==> config.mk <==
export PLATFORM = sky130hd
export DESIGN_NAME = bts_decode
export DESIGN_NICKNAME = d
export VERILOG_FILES = /design/src/hw/bts_pkg.sv /design/src/hw/bts_field.sv /design/src/hw/bts_decode.sv
export SDC_FILE = /design/constraint.sdc
export NUM_CORES = 1
export LEC_CHECK = 0
export ABC_AREA = 0
export BUFFER_PORTS_ARGS = -buffer_cell sky130_fd_sc_hd__buf_2
export CAP_MARGIN = 10
export CORE_MARGIN = 2
export CORE_UTILIZATION = 44
export CTS_BUF_LIST = sky130_fd_sc_hd__clkbuf_16
export DETAILED_ROUTE_END_ITERATION = 8
export PLACE_DENSITY = 0.78
export SLEW_MARGIN = 40
export SYNTH_ARGS = -nofsm -noshare
export SYNTH_HDL_FRONTEND = slang
export SYNTH_SLANG_ARGS = --single-unit
==> constraint.sdc <==
create_clock -name sys_clk -period 1.7 [get_ports sys_clk]
set_input_delay 0.255 -clock sys_clk [delete_from_list [all_inputs] [get_ports sys_clk]]
set_output_delay 0.255 -clock sys_clk [all_outputs]
set_load 0.01 [all_outputs]
==> src/hw/bts_pkg.sv <==
// Constants shared by the bit-test-and-skip decoder.
package bts_pkg;
  localparam int          INSTR_W      = 12;
  localparam int          OPC_W        = 4;
  localparam logic [3:0]  OPC_SKIP_CLR = 4'h6;
  localparam logic [3:0]  OPC_SKIP_SET = 4'h7;
  localparam int          OPC_LSB      = 8;
  localparam int          BIT_LSB      = 5;
  localparam int          BIT_W        = 3;
  localparam int          ADDR_LSB     = 0;
  localparam int          ADDR_W       = 5;
  localparam logic [11:0] NOP_WORD     = 12'h000;
  localparam logic        SKIP_RST     = 1'b0;
  localparam int          SKIP_CYCLES  = 2;
endpackage

==> src/hw/bts_field.sv <==
// Field extractor and opcode recogniser for one instruction word.
`timescale 1ns/1ps
module bts_field #(
  parameter int INSTR_W = bts_pkg::INSTR_W
) (
  input  wire logic [INSTR_W-1:0]        instr,
  output logic                           is_clr,
  output logic                           is_set,
  output logic [bts_pkg::BIT_W-1:0]      bit_idx,
  output logic [bts_pkg::ADDR_W-1:0]     reg_addr
);
  logic [bts_pkg::OPC_W-1:0] opc;
  assign opc      = instr[bts_pkg::OPC_LSB +: bts_pkg::OPC_W];
  assign is_clr   = (opc == bts_pkg::OPC_SKIP_CLR);
  assign is_set   = (opc == bts_pkg::OPC_SKIP_SET);
  assign bit_idx  = instr[bts_pkg::BIT_LSB +: bts_pkg::BIT_W];
  assign reg_addr = instr[bts_pkg::ADDR_LSB +: bts_pkg::ADDR_W];
endmodule // bts_field

==> src/hw/bts_decode.sv <==
// Bit-test-and-skip decode and execute stage.
`timescale 1ns/1ps
// Contract
// - Opcode 0110 bbb fffff is bit_test_skip_clear, 3-bit index, 5-bit address.
// - Opcode 0111 bbb fffff is bit_test_skip_set, same field layout.
// - Clear variant skips next instruction only when tested bit is zero.
// - Set variant skips next instruction only when tested bit is one.
// - On skip the prefetched word is discarded and a no-op executes instead.
// - One word; one cycle without skip, two cycles with skip.
module bts_decode #(
  parameter int INSTR_W = bts_pkg::INSTR_W
) (
  input  wire logic                       sys_clk,
  input  wire logic                       rst_b,
  input  wire logic                       clk_en,
  input  wire logic                       instr_valid,
  input  wire logic [INSTR_W-1:0]         instr,
  input  wire logic [7:0]                 reg_rdata,
  output logic [bts_pkg::ADDR_W-1:0]      reg_raddr,
  output logic                            is_test,
  output logic                            skip_taken,
  output logic                            squash,
  output logic [INSTR_W-1:0]              exec_word,
  output logic                            exec_valid,
  output logic                            reg_we,
  output logic                            status_we
);
  typedef enum logic [0:0] {
    BTS_RUN    = 1'b0,
    BTS_SQUASH = 1'b1
  } bts_state_e;

  logic                        dec_clr;
  logic                        dec_set;
  logic [bts_pkg::BIT_W-1:0]   dec_bit;
  logic [bts_pkg::ADDR_W-1:0]  dec_addr;
  bts_state_e                  state;
  bts_state_e                  next_state;
  logic                        tested;
  logic                        want_skip;
  logic [bts_pkg::ADDR_W-1:0]  next_reg_raddr;
  logic                        next_is_test;
  logic                        next_skip_taken;
  logic                        next_squash;
  logic [INSTR_W-1:0]          next_exec_word;
  logic                        next_exec_valid;

  bts_field #(.INSTR_W(INSTR_W)) u_field (
    .instr    (instr),
    .is_clr   (dec_clr),
    .is_set   (dec_set),
    .bit_idx  (dec_bit),
    .reg_addr (dec_addr)
  );

  // The tested bit comes from reg_rdata in the decode cycle; reg_raddr carries the decoded address one cycle later.
  assign tested = reg_rdata[dec_bit];

  always_comb begin
    want_skip = 1'b0;
    if (dec_clr && !tested) begin
      want_skip = 1'b1;
    end else if (dec_set && tested) begin
      want_skip = 1'b1;
    end
  end

  always_comb begin
    next_state      = state;
    next_reg_raddr  = dec_addr;
    next_is_test    = 1'b0;
    next_skip_taken = 1'b0;
    next_squash     = 1'b0;
    next_exec_word  = instr;
    next_exec_valid = 1'b0;
    case (state)
      BTS_RUN: begin
        if (instr_valid) begin
          next_exec_valid = 1'b1;
          next_is_test    = dec_clr || dec_set;
          if (want_skip) begin
            next_skip_taken = 1'b1;
            next_state      = BTS_SQUASH;
          end
        end
      end
      BTS_SQUASH: begin
        // The prefetched word is replaced, so its effects never occur.
        if (instr_valid) begin
          next_exec_word  = bts_pkg::NOP_WORD;
          next_exec_valid = 1'b1;
          next_squash     = 1'b1;
          next_state      = BTS_RUN;
        end
      end
      default: begin
        next_state = BTS_RUN;
      end
    endcase
  end

  always_ff @(posedge sys_clk or negedge rst_b) begin
    if (!rst_b) begin
      state      <= BTS_RUN;
      reg_raddr  <= '0;
      is_test    <= 1'b0;
      skip_taken <= bts_pkg::SKIP_RST;
      squash     <= 1'b0;
      exec_word  <= bts_pkg::NOP_WORD;
      exec_valid <= 1'b0;
      reg_we     <= 1'b0;
      status_we  <= 1'b0;
    end else if (clk_en) begin
      state      <= next_state;
      reg_raddr  <= next_reg_raddr;
      is_test    <= next_is_test;
      skip_taken <= next_skip_taken;
      squash     <= next_squash;
      exec_word  <= next_exec_word;
      exec_valid <= next_exec_valid;
      reg_we     <= 1'b0;
      status_we  <= 1'b0;
    end
  end
endmodule // bts_decode

Word-level counts from Yosys, hierarchy flattened
Cells that the tools add are included.
{"block": "classes", "magnitude_cmp": 1, "n_reduce_logical": 4, "bitwise_logic": 1, "mux": 15, "eq_ne": 2}
{"operator": "$mux 12", "n": 2}
{"operator": "$mux 1", "n": 11}
{"operator": "$eq 4x3->1 const B", "n": 2}
{"operator": "$lt 3x4->1 const B", "n": 1}
{"operator": "$bmux 1 s3", "n": 1}
{"operator": "$logic_and 1x1->1", "n": 2}
{"operator": "$pmux 1 s2", "n": 1}
{"operator": "$logic_not 1->1", "n": 1}
{"operator": "$logic_or 1x1->1", "n": 1}
{"operator": "$not 1->1", "n": 1}
{"block": "word_totals", "elab_cells": 30, "output_inout_bits": 23, "input_bits": 24, "register_bits": 22}

Longest topological paths before layout
Gate-level depths: netlist of the first run.
{"block": "logic_depth", "word_depth": 8, "ltp_mapped": 5, "ltp_nobuf": 4}

By module
From an unflattened synthesis of the first run, not the netlist that was laid out.
{"block": "unflattened", "cells_unflattened": 93, "area_unflattened_um2": 1078.5}
{"mod": "bts_decode", "seq_area_each_um2": 550.5, "n_inst": 1, "area_each_um2": 994.7, "cells_each": 83}
{"mod": "bts_field", "seq_area_each_um2": 0.0, "n_inst": 1, "area_each_um2": 83.8, "cells_each": 10}

Worst setup path after synthesis of the first run
OpenSTA, ideal clock, no wires.
{"block": "synth_path", "path_kind": "input to register", "from": "input instr[5]", "to": "register skip_taken", "cell_stages": 5, "required_ns": 1.569, "arrival_time_ns": 1.185, "n_path_buf": 1, "setup_time_ns": 0.131, "setup_slack_ns": 0.384, "cell_sequence": "buf_6 > mux2i_1 > mux4_2 > mux2i_1 > o21ai_1"}
{"block": "synth_between", "elab_chain_cells": 8, "elab_cells_between_ends": 10, "classes_between": "mux (7); reduce/logical (3)"}
{"item": "from (decl)", "line": "bts_decode.sv:17", "text": "input wire logic [INSTR_W-1:0] instr,"}
{"item": "$bmux 1 s3 (*)", "line": "bts_decode.sv:57", "text": "assign tested = reg_rdata[dec_bit];"}
{"item": "$mux 1 (implied by the code) (*)", "line": "bts_decode.sv:57"}
{"item": "$logic_and 1x1->1 / $logic_not 1->1 (equally long branches)", "line": "bts_decode.sv:63, bts_decode.sv:61"}
{"item": "$mux 1 / $logic_and 1x1->1 (equally long branches)", "line": "bts_decode.sv:63, bts_decode.sv:61"}
{"item": "$mux 1 (*)", "line": "bts_decode.sv:61", "text": "if (dec_clr && !tested) begin"}
{"item": "$mux 1 (*)", "line": "bts_decode.sv:81", "text": "if (want_skip) begin"}
{"item": "$mux 1 (*)", "line": "bts_decode.sv:78", "text": "if (instr_valid) begin"}
{"item": "$mux 1 (*)", "line": "bts_decode.sv:76", "text": "case (state)"}
{"item": "to (signal assigned)", "line": "bts_decode.sv:107", "text": "skip_taken <= bts_pkg::SKIP_RST;"}
{"item": "to (signal assigned)", "line": "bts_decode.sv:117", "text": "skip_taken <= next_skip_taken;"}
{"item": "to (decl)", "line": "bts_decode.sv:21", "text": "output logic skip_taken,"}
Every way passes the cells marked *; elsewhere a longest branch is shown, timed or not. The select of a mux whose other input is x is not followed.
A chain may end at the register's enable or synchronous reset.

Worst setup path in the final report of the first run
{"block": "layout_path", "from": "register state", "to": "register skip_taken"}
{"block": "layout_between", "elab_chain_cells": 1}
{"item": "from (decl)", "line": "bts_decode.sv:37", "text": "bts_state_e state;"}
{"item": "from (signal assigned)", "line": "bts_decode.sv:114", "text": "state <= next_state;"}
{"item": "$mux 1", "line": "bts_decode.sv:76"}
No other way between the ends.

==> results.yml, run 1 <==
floorplan:
  dieWidth_um: 51.0
  top_level_ports: 47
  core_area_um2: 2150
  die_h_um: 51.0
  placement_rows: 17
  die_area_um2: 2600
  initial_utilization_pct: 45.2
clock_tree:
  root_buffer: "clkbuf_16"
  clock_path_buffers: 2
  clk_pin_slew_ns: 0.06
  cts_resized: 0
  cts-htree-levels: 1
  clock_latency_ns: 0.25
  cts_buffers: 3
  cts_sinks: 22
  cts_tree: "built"
global_route:
  grt_overflow: 0
  grt_use_total_pct: 18.7
  antenna_found_initial: 0
  grt_max_degree: 23
  grt_pass1_vias: 818
  grt_pass1_wl_um: 3480
routing:
  via_count: 805
  detail_route.wl_per_cell_um: 12.4
  drt_pass1_iterations: 4
  drt_iter0_drc: 3
  ant_nets: 0
  wirelength_um: 2110
  drc: 0
  viasPerCell: 4.74
logic_synthesis:
  synth-compound-area-share_pct: 11.1
  yosys_warnings: 0
  synth_area_um2: 971
  synthAdderAreaFrac_pct: 0
  netlist.top_cell.by_area: "dfrtp_1"
  muxShareOfSynthArea_pct: 8.63
  synthDistinctLibCells: 18
  synth_cells: 99
  synth_top_area_share_pct: 56.7
  avgSynthCellArea_um2: 9.81
  synth_xor_area_share_pct: 0
  ys_seq_area_share_pct: 56.7
  synthSimpleGateAreaFrac_pct: 10.4
  ys_seq_elements: 22
  synth_top_family_by_area: "buffers and inverters"
  ys_top_cells_by_area: "dfrtp_1 (57%), inv_1 (8.1%), o21ai_0 (6.7%), mux2i_1 (5.2%), o22ai_1 (3.9%)"
worst_setup_path:
  r2r_slack_ns: 0.23
  critPathKind: "reg -> reg"
  start_kind: "register"
  crit_required_ns: 1.88
  crit_arrival_ns: 1.65
  crit_fanout: 4
  endpoint_kind: "register"
layout:
  drive_above_1_share_pct: 36.6
  final_nets: 167
  design_area_um2: 1310
  syn_to_final_growth_pct: 34.7
  diodes: 0
place:
  gp_congestion: 0.833
  dp_hpwl_um: 1540
  io_buffers: 44
  placed_area_um2: 1190
run_status:
  status: "complete, no violations"
timing:
  max_freq_ghz: 0.680
  setup_violations: 0
  hold_viol_final: 0
  maxSlewViolCount: 0
  rsz0062_at_grt: "false"
  fin_crit_sh_pct: 86.5
  tns_ns: 0
  finalCriticalPeriod_ns: 1.47
  skew_ns: 0.00285
power:
  max-vdd-ir-drop_mv: 0.675
  p_per_area_nw_per_um2: 1090
  leakagePower_nw: 0.721
  finalPower_mw: 1.43
worst_hold_path:
  min_path_type: "in -> reg"
job:
  drv_cap: 0
## cells by family (layout without fill, tap and decap cells)
kind of cell	after synthesis	count (layout)
AO/OA/AOI/OAI	20	20
flip-flops	22	22
buffers and inverters	29	71
AND/OR/NAND/NOR	20	20
other	1	2
multiplexers	7	7
## report_power, final
group	switching, mW	total [mW]	internal, mW
logic	0.107	0.191	0.0839
clock network	0.185	0.652	0.467
registers	0.0214	0.589	0.568
## cells in the mapped netlist
master	instances
nand2_1	9
nor3_2	1
nor3_1	1
or4bb_1	1
mux2i_1	5
buf_4	2
mux2_2	1
inv_1	21
o21ai_0	13
clkbuf_1	5
nand3_1	7
conb_1	1
o22ai_1	6
mux4_2	1
o21ai_1	1
dfrtp_1	22
buf_6	1
and2_1	1
## worst paths after layout
check,from,depth (start not counted),endpoint
worst max-delay path,state,4,skip_taken
worst min register to register,exec_valid,2,exec_valid
max in group asynchronous,rst_b,2,exec_word[9]
worst min-delay path,instr[1],3,reg_raddr[1]
min in group asynchronous,rst_b,2,state
worst max register to register,state,4,skip_taken
## layout by cell type (no fill, tap or decap), types with 2 or more instances in the layout
cell	n
buf_2	44
dfrtp_1	22
inv_1	21
o21ai_0	13
nand2_1	9
nand3_1	7
o22ai_1	6
mux2i_1	5
clkbuf_16	3
conb_1	2
## per-layer routing
metal / GRT usage, % / up-vias / part of all wire, %
met4: 11.3 / 0 / 3.2
met3: 2.92 / 6 / 4.6
met1: 21.6 / 361 / 42
li1: - / 408 / -
met2: 32.3 / 30 / 50
met5: 0 / - / 0
## metrics by stage
step                hold slack [ns]  util (%)  setup WS, ns  instances
floorplan                   -0.0406         -         0.384        100
global placement              0.231      55.5         0.316        165
detailed placement            0.242      55.5         0.272        165
CTS                           0.249      60.9         0.205        170
global route                  0.276      60.9         0.150        170
finish                        0.248      60.9         0.229        170
## flip-flops by register name (all words and copies together), names as in the netlist
register    flops
exec_word      12
reg_raddr       5
exec_valid      1
is_test         1
skip_taken      1
squash          1
state           1
## final cells by class
type / instances / area (um2)
clock buffers: 3 / 75.1
clock inverters: 1 / 30.0
fillers: 180 / 841
inverters: 21 / 78.8
multi-input cells: 49 / 300
flip-flops and latches: 22 / 551
well taps: 28 / 35.0
repair buffers: 46 / 238
## timing repair
action	CTS	global route
hold endpoints to repair	22	0
buffers inserted	0	0
endpoints found under the setup margin	0	0
hold buffers	1	0
## critical path, stage by stage (launching register included)
cell and delay, ns:
dfrtp_1 0.40, or4bb_1 0.58, nor3_1 0.19, mux2i_1 0.14, o21ai_1 0.09
(Power assumes the default switching activity.)
==> inputs of run 2 (changes only) <==
--- a/config.mk
+++ b/config.mk
@@ -12,6 +12,7 @@
 export CORE_UTILIZATION = 44
 export CTS_BUF_LIST = sky130_fd_sc_hd__clkbuf_16
 export DETAILED_ROUTE_END_ITERATION = 8
+export MAX_ROUTING_LAYER = met4
 export PLACE_DENSITY = 0.78
 export SLEW_MARGIN = 40
 export SYNTH_ARGS = -nofsm -noshare
==> run 2 against run 1 <==
Compared with the run above: utilization unchanged; first-iteration DRC count is 67% higher; design area stayed put; clock skew is 0.00054 ns higher; global-route usage rose by 0.57 points; fmax is 0.48% lower; final cell count unchanged; worst hold slack got worse by 0.0016 ns; register-to-register slack about the same; count of clock-buffer cells in the layout did not move; worst setup slack lost 0.0071 ns; sequential cell count unchanged; critical path type unchanged; largest power group unchanged; highest routed layer unchanged.
==> results.yml, run 2 (synthesis gave the netlist of run 1 again) <==
routing:
  viasPerCell: 4.72
  wirelength_um: 2110
  drc: 0
  via_count: 802
  ant_nets: 0
  drt_iter0_drc: 5
  drt_pass1_iterations: 4
  detail_route.wl_per_cell_um: 12.4
floorplan:
  placement_rows: 17
  initial_utilization_pct: 45.2
  core_area_um2: 2150
  top_level_ports: 47
  die_h_um: 51.0
  die_area_um2: 2600
  dieWidth_um: 51.0
run_status:
  status: "complete, no violations"
worst_hold_path:
  min_path_type: "in -> reg"
place:
  placed_area_um2: 1190
  dp.cells: 165
  dp_hpwl_um: 1540
  gp_congestion: 0.845
  io_buffers: 44
worst_setup_path:
  critPathKind: "reg -> reg"
  crit_required_ns: 1.88
  crit_arrival_ns: 1.66
  crit_fanout: 4
  endpoint_kind: "register"
  start_kind: "register"
timing:
  rsz0062_at_grt: "false"
  max_freq_ghz: 0.676
  finalCriticalPeriod_ns: 1.48
  hold_viol_final: 0
  skew_ns: 0.00339
  maxSlewViolCount: 0
  fin_crit_sh_pct: 87.0
  setup_violations: 0
  tns_ns: 0
layout:
  fin_cells: 170
  design_area_um2: 1310
  top_register: "exec_word"
  drive_above_1_share_pct: 36.6
  syn_to_final_growth_pct: 34.7
  final_common_cell: "buf_2"
  diodes: 0
  final_nets: 167
  largest_reg_flops: 12
  layout_common_cells: "buf_2 (44), dfrtp_1 (22), inv_1 (21)"
  top_regs: "exec_word: 12 flops, reg_raddr: 5 flops"
clock_tree:
  root_buffer: "clkbuf_16"
  cts_tree: "built"
  cts-htree-levels: 1
  holdBufCountCts: 1
  clk_pin_slew_ns: 0.06
  cts_buffers: 3
  cts_resized: 0
  clock_latency_ns: 0.25
  cts_sinks: 22
  clock_path_buffers: 2
  post_cts_buffers: 0
power:
  finalPower_mw: 1.43
  p_clk_share_pct: 45.6
  leakagePower_nw: 0.721
  p_sw_mw: 0.315
  max-vdd-ir-drop_mv: 0.674
  internal_power_mw: 1.12
  p_per_area_nw_per_um2: 1100
  switching_share_pct: 22.0
  share_seq_of_total_power_pct: 41.1
  p_comb_share_pct: 13.3
global_route:
  grt_max_degree: 23
  grt_pass1_vias: 817
  grt_use_total_pct: 19.2
  grt_pass1_wl_um: 3500
  grt_overflow: 0
  antenna_found_initial: 0
job:
  drv_cap: 0
run 2: cell type report:
type                       count  area, um2
clock buffer                   3       75.1
clock inverter                 1       30.0
fill                         180        841
inverter                      21       78.8
multi-input combinational     49        300
sequential                    22        551
tap                           28       35.0
timing repair buffer          46        238
run 2: metrics by stage:
step,hold slack (ns),utilization [%],setup slack (ns)
global placement,0.231,55.5,0.316
finish,0.246,60.9,0.222
global route,0.276,60.9,0.151
floorplan,-0.0406,-,0.384
detailed placement,0.242,55.5,0.272
CTS,0.249,60.9,0.205
run 2: final timing paths:
| kind | slack, ns | from | end | cells after the start |
|---|---|---|---|---|
| min | 0.25 | instr[1] | reg_raddr[1] | 3 |
| max in group asynchronous | 0.89 | rst_b | exec_word[9] | 2 |
| max reg2reg | 0.22 | state | skip_taken | 4 |
| max | 0.22 | state | skip_taken | 4 |
| min reg2reg | 0.52 | exec_valid | exec_valid | 2 |
| min in group asynchronous | 0.48 | rst_b | state | 2 |
run 2: power by group through the flow:
| stage | Clock, mW | Combinational [mW] | Sequential [mW] |
|---|---|---|---|
| floorplan | 0 | 0.0779 | 0.620 |
| global placement | 0 | 0.184 | 0.597 |
| detailed placement | 0 | 0.189 | 0.599 |
| CTS | 0.659 | 0.194 | 0.589 |
| global route | 0.681 | 0.215 | 0.595 |
| finish | 0.654 | 0.191 | 0.589 |
run 2: critical path, cell delays in order (launching register included):
cell	delay (ns)
dfrtp_1	0.40
or4bb_1	0.58
nor3_1	0.19
mux2i_1	0.14
o21ai_1	0.09
run 2: per-layer routing:
metal	vias up	wire (um)	global-route usage [%]	share of wire, %
met5	-	0	-	0
met4	0	67	11.3	3.2
met3	6	93	2.92	4.4
met2	28	1060	32.0	50
met1	361	889	22.0	42
li1	407	-	-	-
==> inputs of run 3 (changes only) <==
--- a/config.mk
+++ b/config.mk
@@ -8,12 +8,13 @@
 export ABC_AREA = 0
 export BUFFER_PORTS_ARGS = -buffer_cell sky130_fd_sc_hd__buf_2
 export CAP_MARGIN = 10
+export CORE_ASPECT_RATIO = 0.7
 export CORE_MARGIN = 2
 export CORE_UTILIZATION = 44
 export CTS_BUF_LIST = sky130_fd_sc_hd__clkbuf_16
 export DETAILED_ROUTE_END_ITERATION = 8
 export MAX_ROUTING_LAYER = met4
-export PLACE_DENSITY = 0.78
+export PLACE_DENSITY = 0.79
 export SLEW_MARGIN = 40
 export SYNTH_ARGS = -nofsm -noshare
 export SYNTH_HDL_FRONTEND = slang
==> run 3 against run 2 <==
Compared with the run above: fmax up 4.6%; register-to-register slack better by 0.07 ns; sequential share of layout area grew 0.70 points; global-route usage decreased by 1.6 points; sequential power barely moved; non-clock buffer count did not move.
==> results.yml, run 3 (synthesis gave the netlist of run 1 again) <==
routing:
  detail_route.wl_per_cell_um: 11.3
  drc: 0
  drt_pass1_iterations: 4
  wirelength_um: 1970
  viasPerCell: 4.63
  ant_nets: 0
  drt_iter0_drc: 31
  via_count: 805
layout:
  multi_input_area_um2: 300
  top_register: "exec_word"
  final_common_cell: "buf_2"
  regArea_um2: 551
  largest_reg_flops: 12
  top_regs: "exec_word: 12 flops, reg_raddr: 5 flops"
  final_nets: 167
  diodes: 0
  layout_common_cells: "buf_2 (44), dfrtp_1 (22), inv_1 (21)"
  syn_to_final_growth_pct: 32.5
  n_fill_cell: 184
  drive_above_1_share_pct: 35.9
floorplan:
  die_h_um: 43.3
  die_area_um2: 2600
  placement_rows: 14
  dieWidth_um: 60.1
  initial_utilization_pct: 45.8
  top_level_ports: 47
  core_area_um2: 2120
clock_tree:
  clk_pin_slew_ns: 0.05
  cts_tree: "built"
  cts_sinks: 22
  holdBufCountCts: 1
  root_buffer: "clkbuf_16"
  cts_buffers: 3
  post_cts_buffers: 0
  cts-htree-levels: 1
  cts_resized: 0
  clock_path_buffers: 2
  clock_latency_ns: 0.25
worst_setup_path:
  endpoint_kind: "register"
  slowest_delay_ns: 0.58
  critPathKind: "reg -> reg"
  crit_fanout: 4
  critPathTopFamily: "simple AND/OR/NAND/NOR gates"
  crit_start: "state"
  crit_arrival_ns: 1.60
  rr_startpoint: "state"
  worst_path_max_delay_cell: "or4bb_1"
  crit_required_ns: 1.88
  path_cells: "or4bb_1 > nor3_1 > mux2i_1 > o21ai_1"
  start_kind: "register"
  cp_num_buf_inv: 0
power:
  p_per_area_nw_per_um2: 981
  finalPower_mw: 1.26
  max-vdd-ir-drop_mv: 0.718
  leakagePower_nw: 0.709
timing:
  hold_viol_final: 0
  setup_violations: 0
  skew_ns: 0.00318
  max_freq_ghz: 0.708
  finalCriticalPeriod_ns: 1.41
  final.setup.worst_slack_ns: 0.287
  rsz0062_at_grt: "false"
  fin_crit_sh_pct: 83.1
  tns_ns: 0
  maxSlewViolCount: 0
global_route:
  grt_pass1_vias: 745
  grt_use_total_pct: 17.6
  grt_max_degree: 23
  grt_overflow: 0
  antenna_found_initial: 0
  grt_pass1_wl_um: 3210
run_status:
  status: "complete, no violations"
job:
  drv_cap: 0
place:
  io_buffers: 44
  dp_hpwl_um: 1570
  place_ws_ns: 0.255
  gp_congestion: 0.825
worst_hold_path:
  min_path_type: "in -> reg"
  min_from: "instr[2]"
run 3: final timing paths:
| path | end | slack [ns] | cells past startpoint |
|---|---|---|---|
| max | skip_taken | 0.29 | 4 |
| min | reg_raddr[2] | 0.24 | 3 |
| max reg2reg | skip_taken | 0.29 | 4 |
| min reg2reg | squash | 0.51 | 1 |
| max in group asynchronous | exec_word[9] | 0.89 | 2 |
| min in group asynchronous | reg_raddr[2] | 0.49 | 2 |
run 3: area by class of cell:
cell class	instances	share of cell area, %
multi-input cells	49	23.3
flip-flops and latches	22	42.8
inverters	21	6.13
repair buffers	46	18.5
clock buffers	3	5.84
clock inverters	1	0.292
well taps	32	3.11
run 3: worst min-delay path: stages:
cell,delay [ns]
buf_2,0.08
nand2_1,0.05
o21ai_0,0.07
run 3: per-layer routing:
metal	vias to the layer above	routed length, um	track usage (%)
li1	401	-	-
met2	33	919	27.0
met4	0	34	6.22
met3	4	158	7.32
met5	-	0	-
met1	367	860	20.9
run 3: per-stage QoR:
stage	utilization (%)	hold WS [ns]	area, um2	cells
6_report	60.7	0.238	1290	174
3_5_place_dp	56.5	0.245	1200	169
2_1_floorplan	-	-0.0406	975	100
3_3_place_gp	56.5	0.233	1200	169
4_1_cts	60.7	0.237	1290	174
5_1_grt	60.7	0.258	1290	174
run 3: power by group:
group / leakage (nW) / switching [mW] / internal, mW
Sequential: 0.274 / 0.0202 / 0.568
Clock: 0.0385 / 0.171 / 0.313
Combinational: 0.396 / 0.105 / 0.0839
Total: 0.709 / 0.297 / 0.965
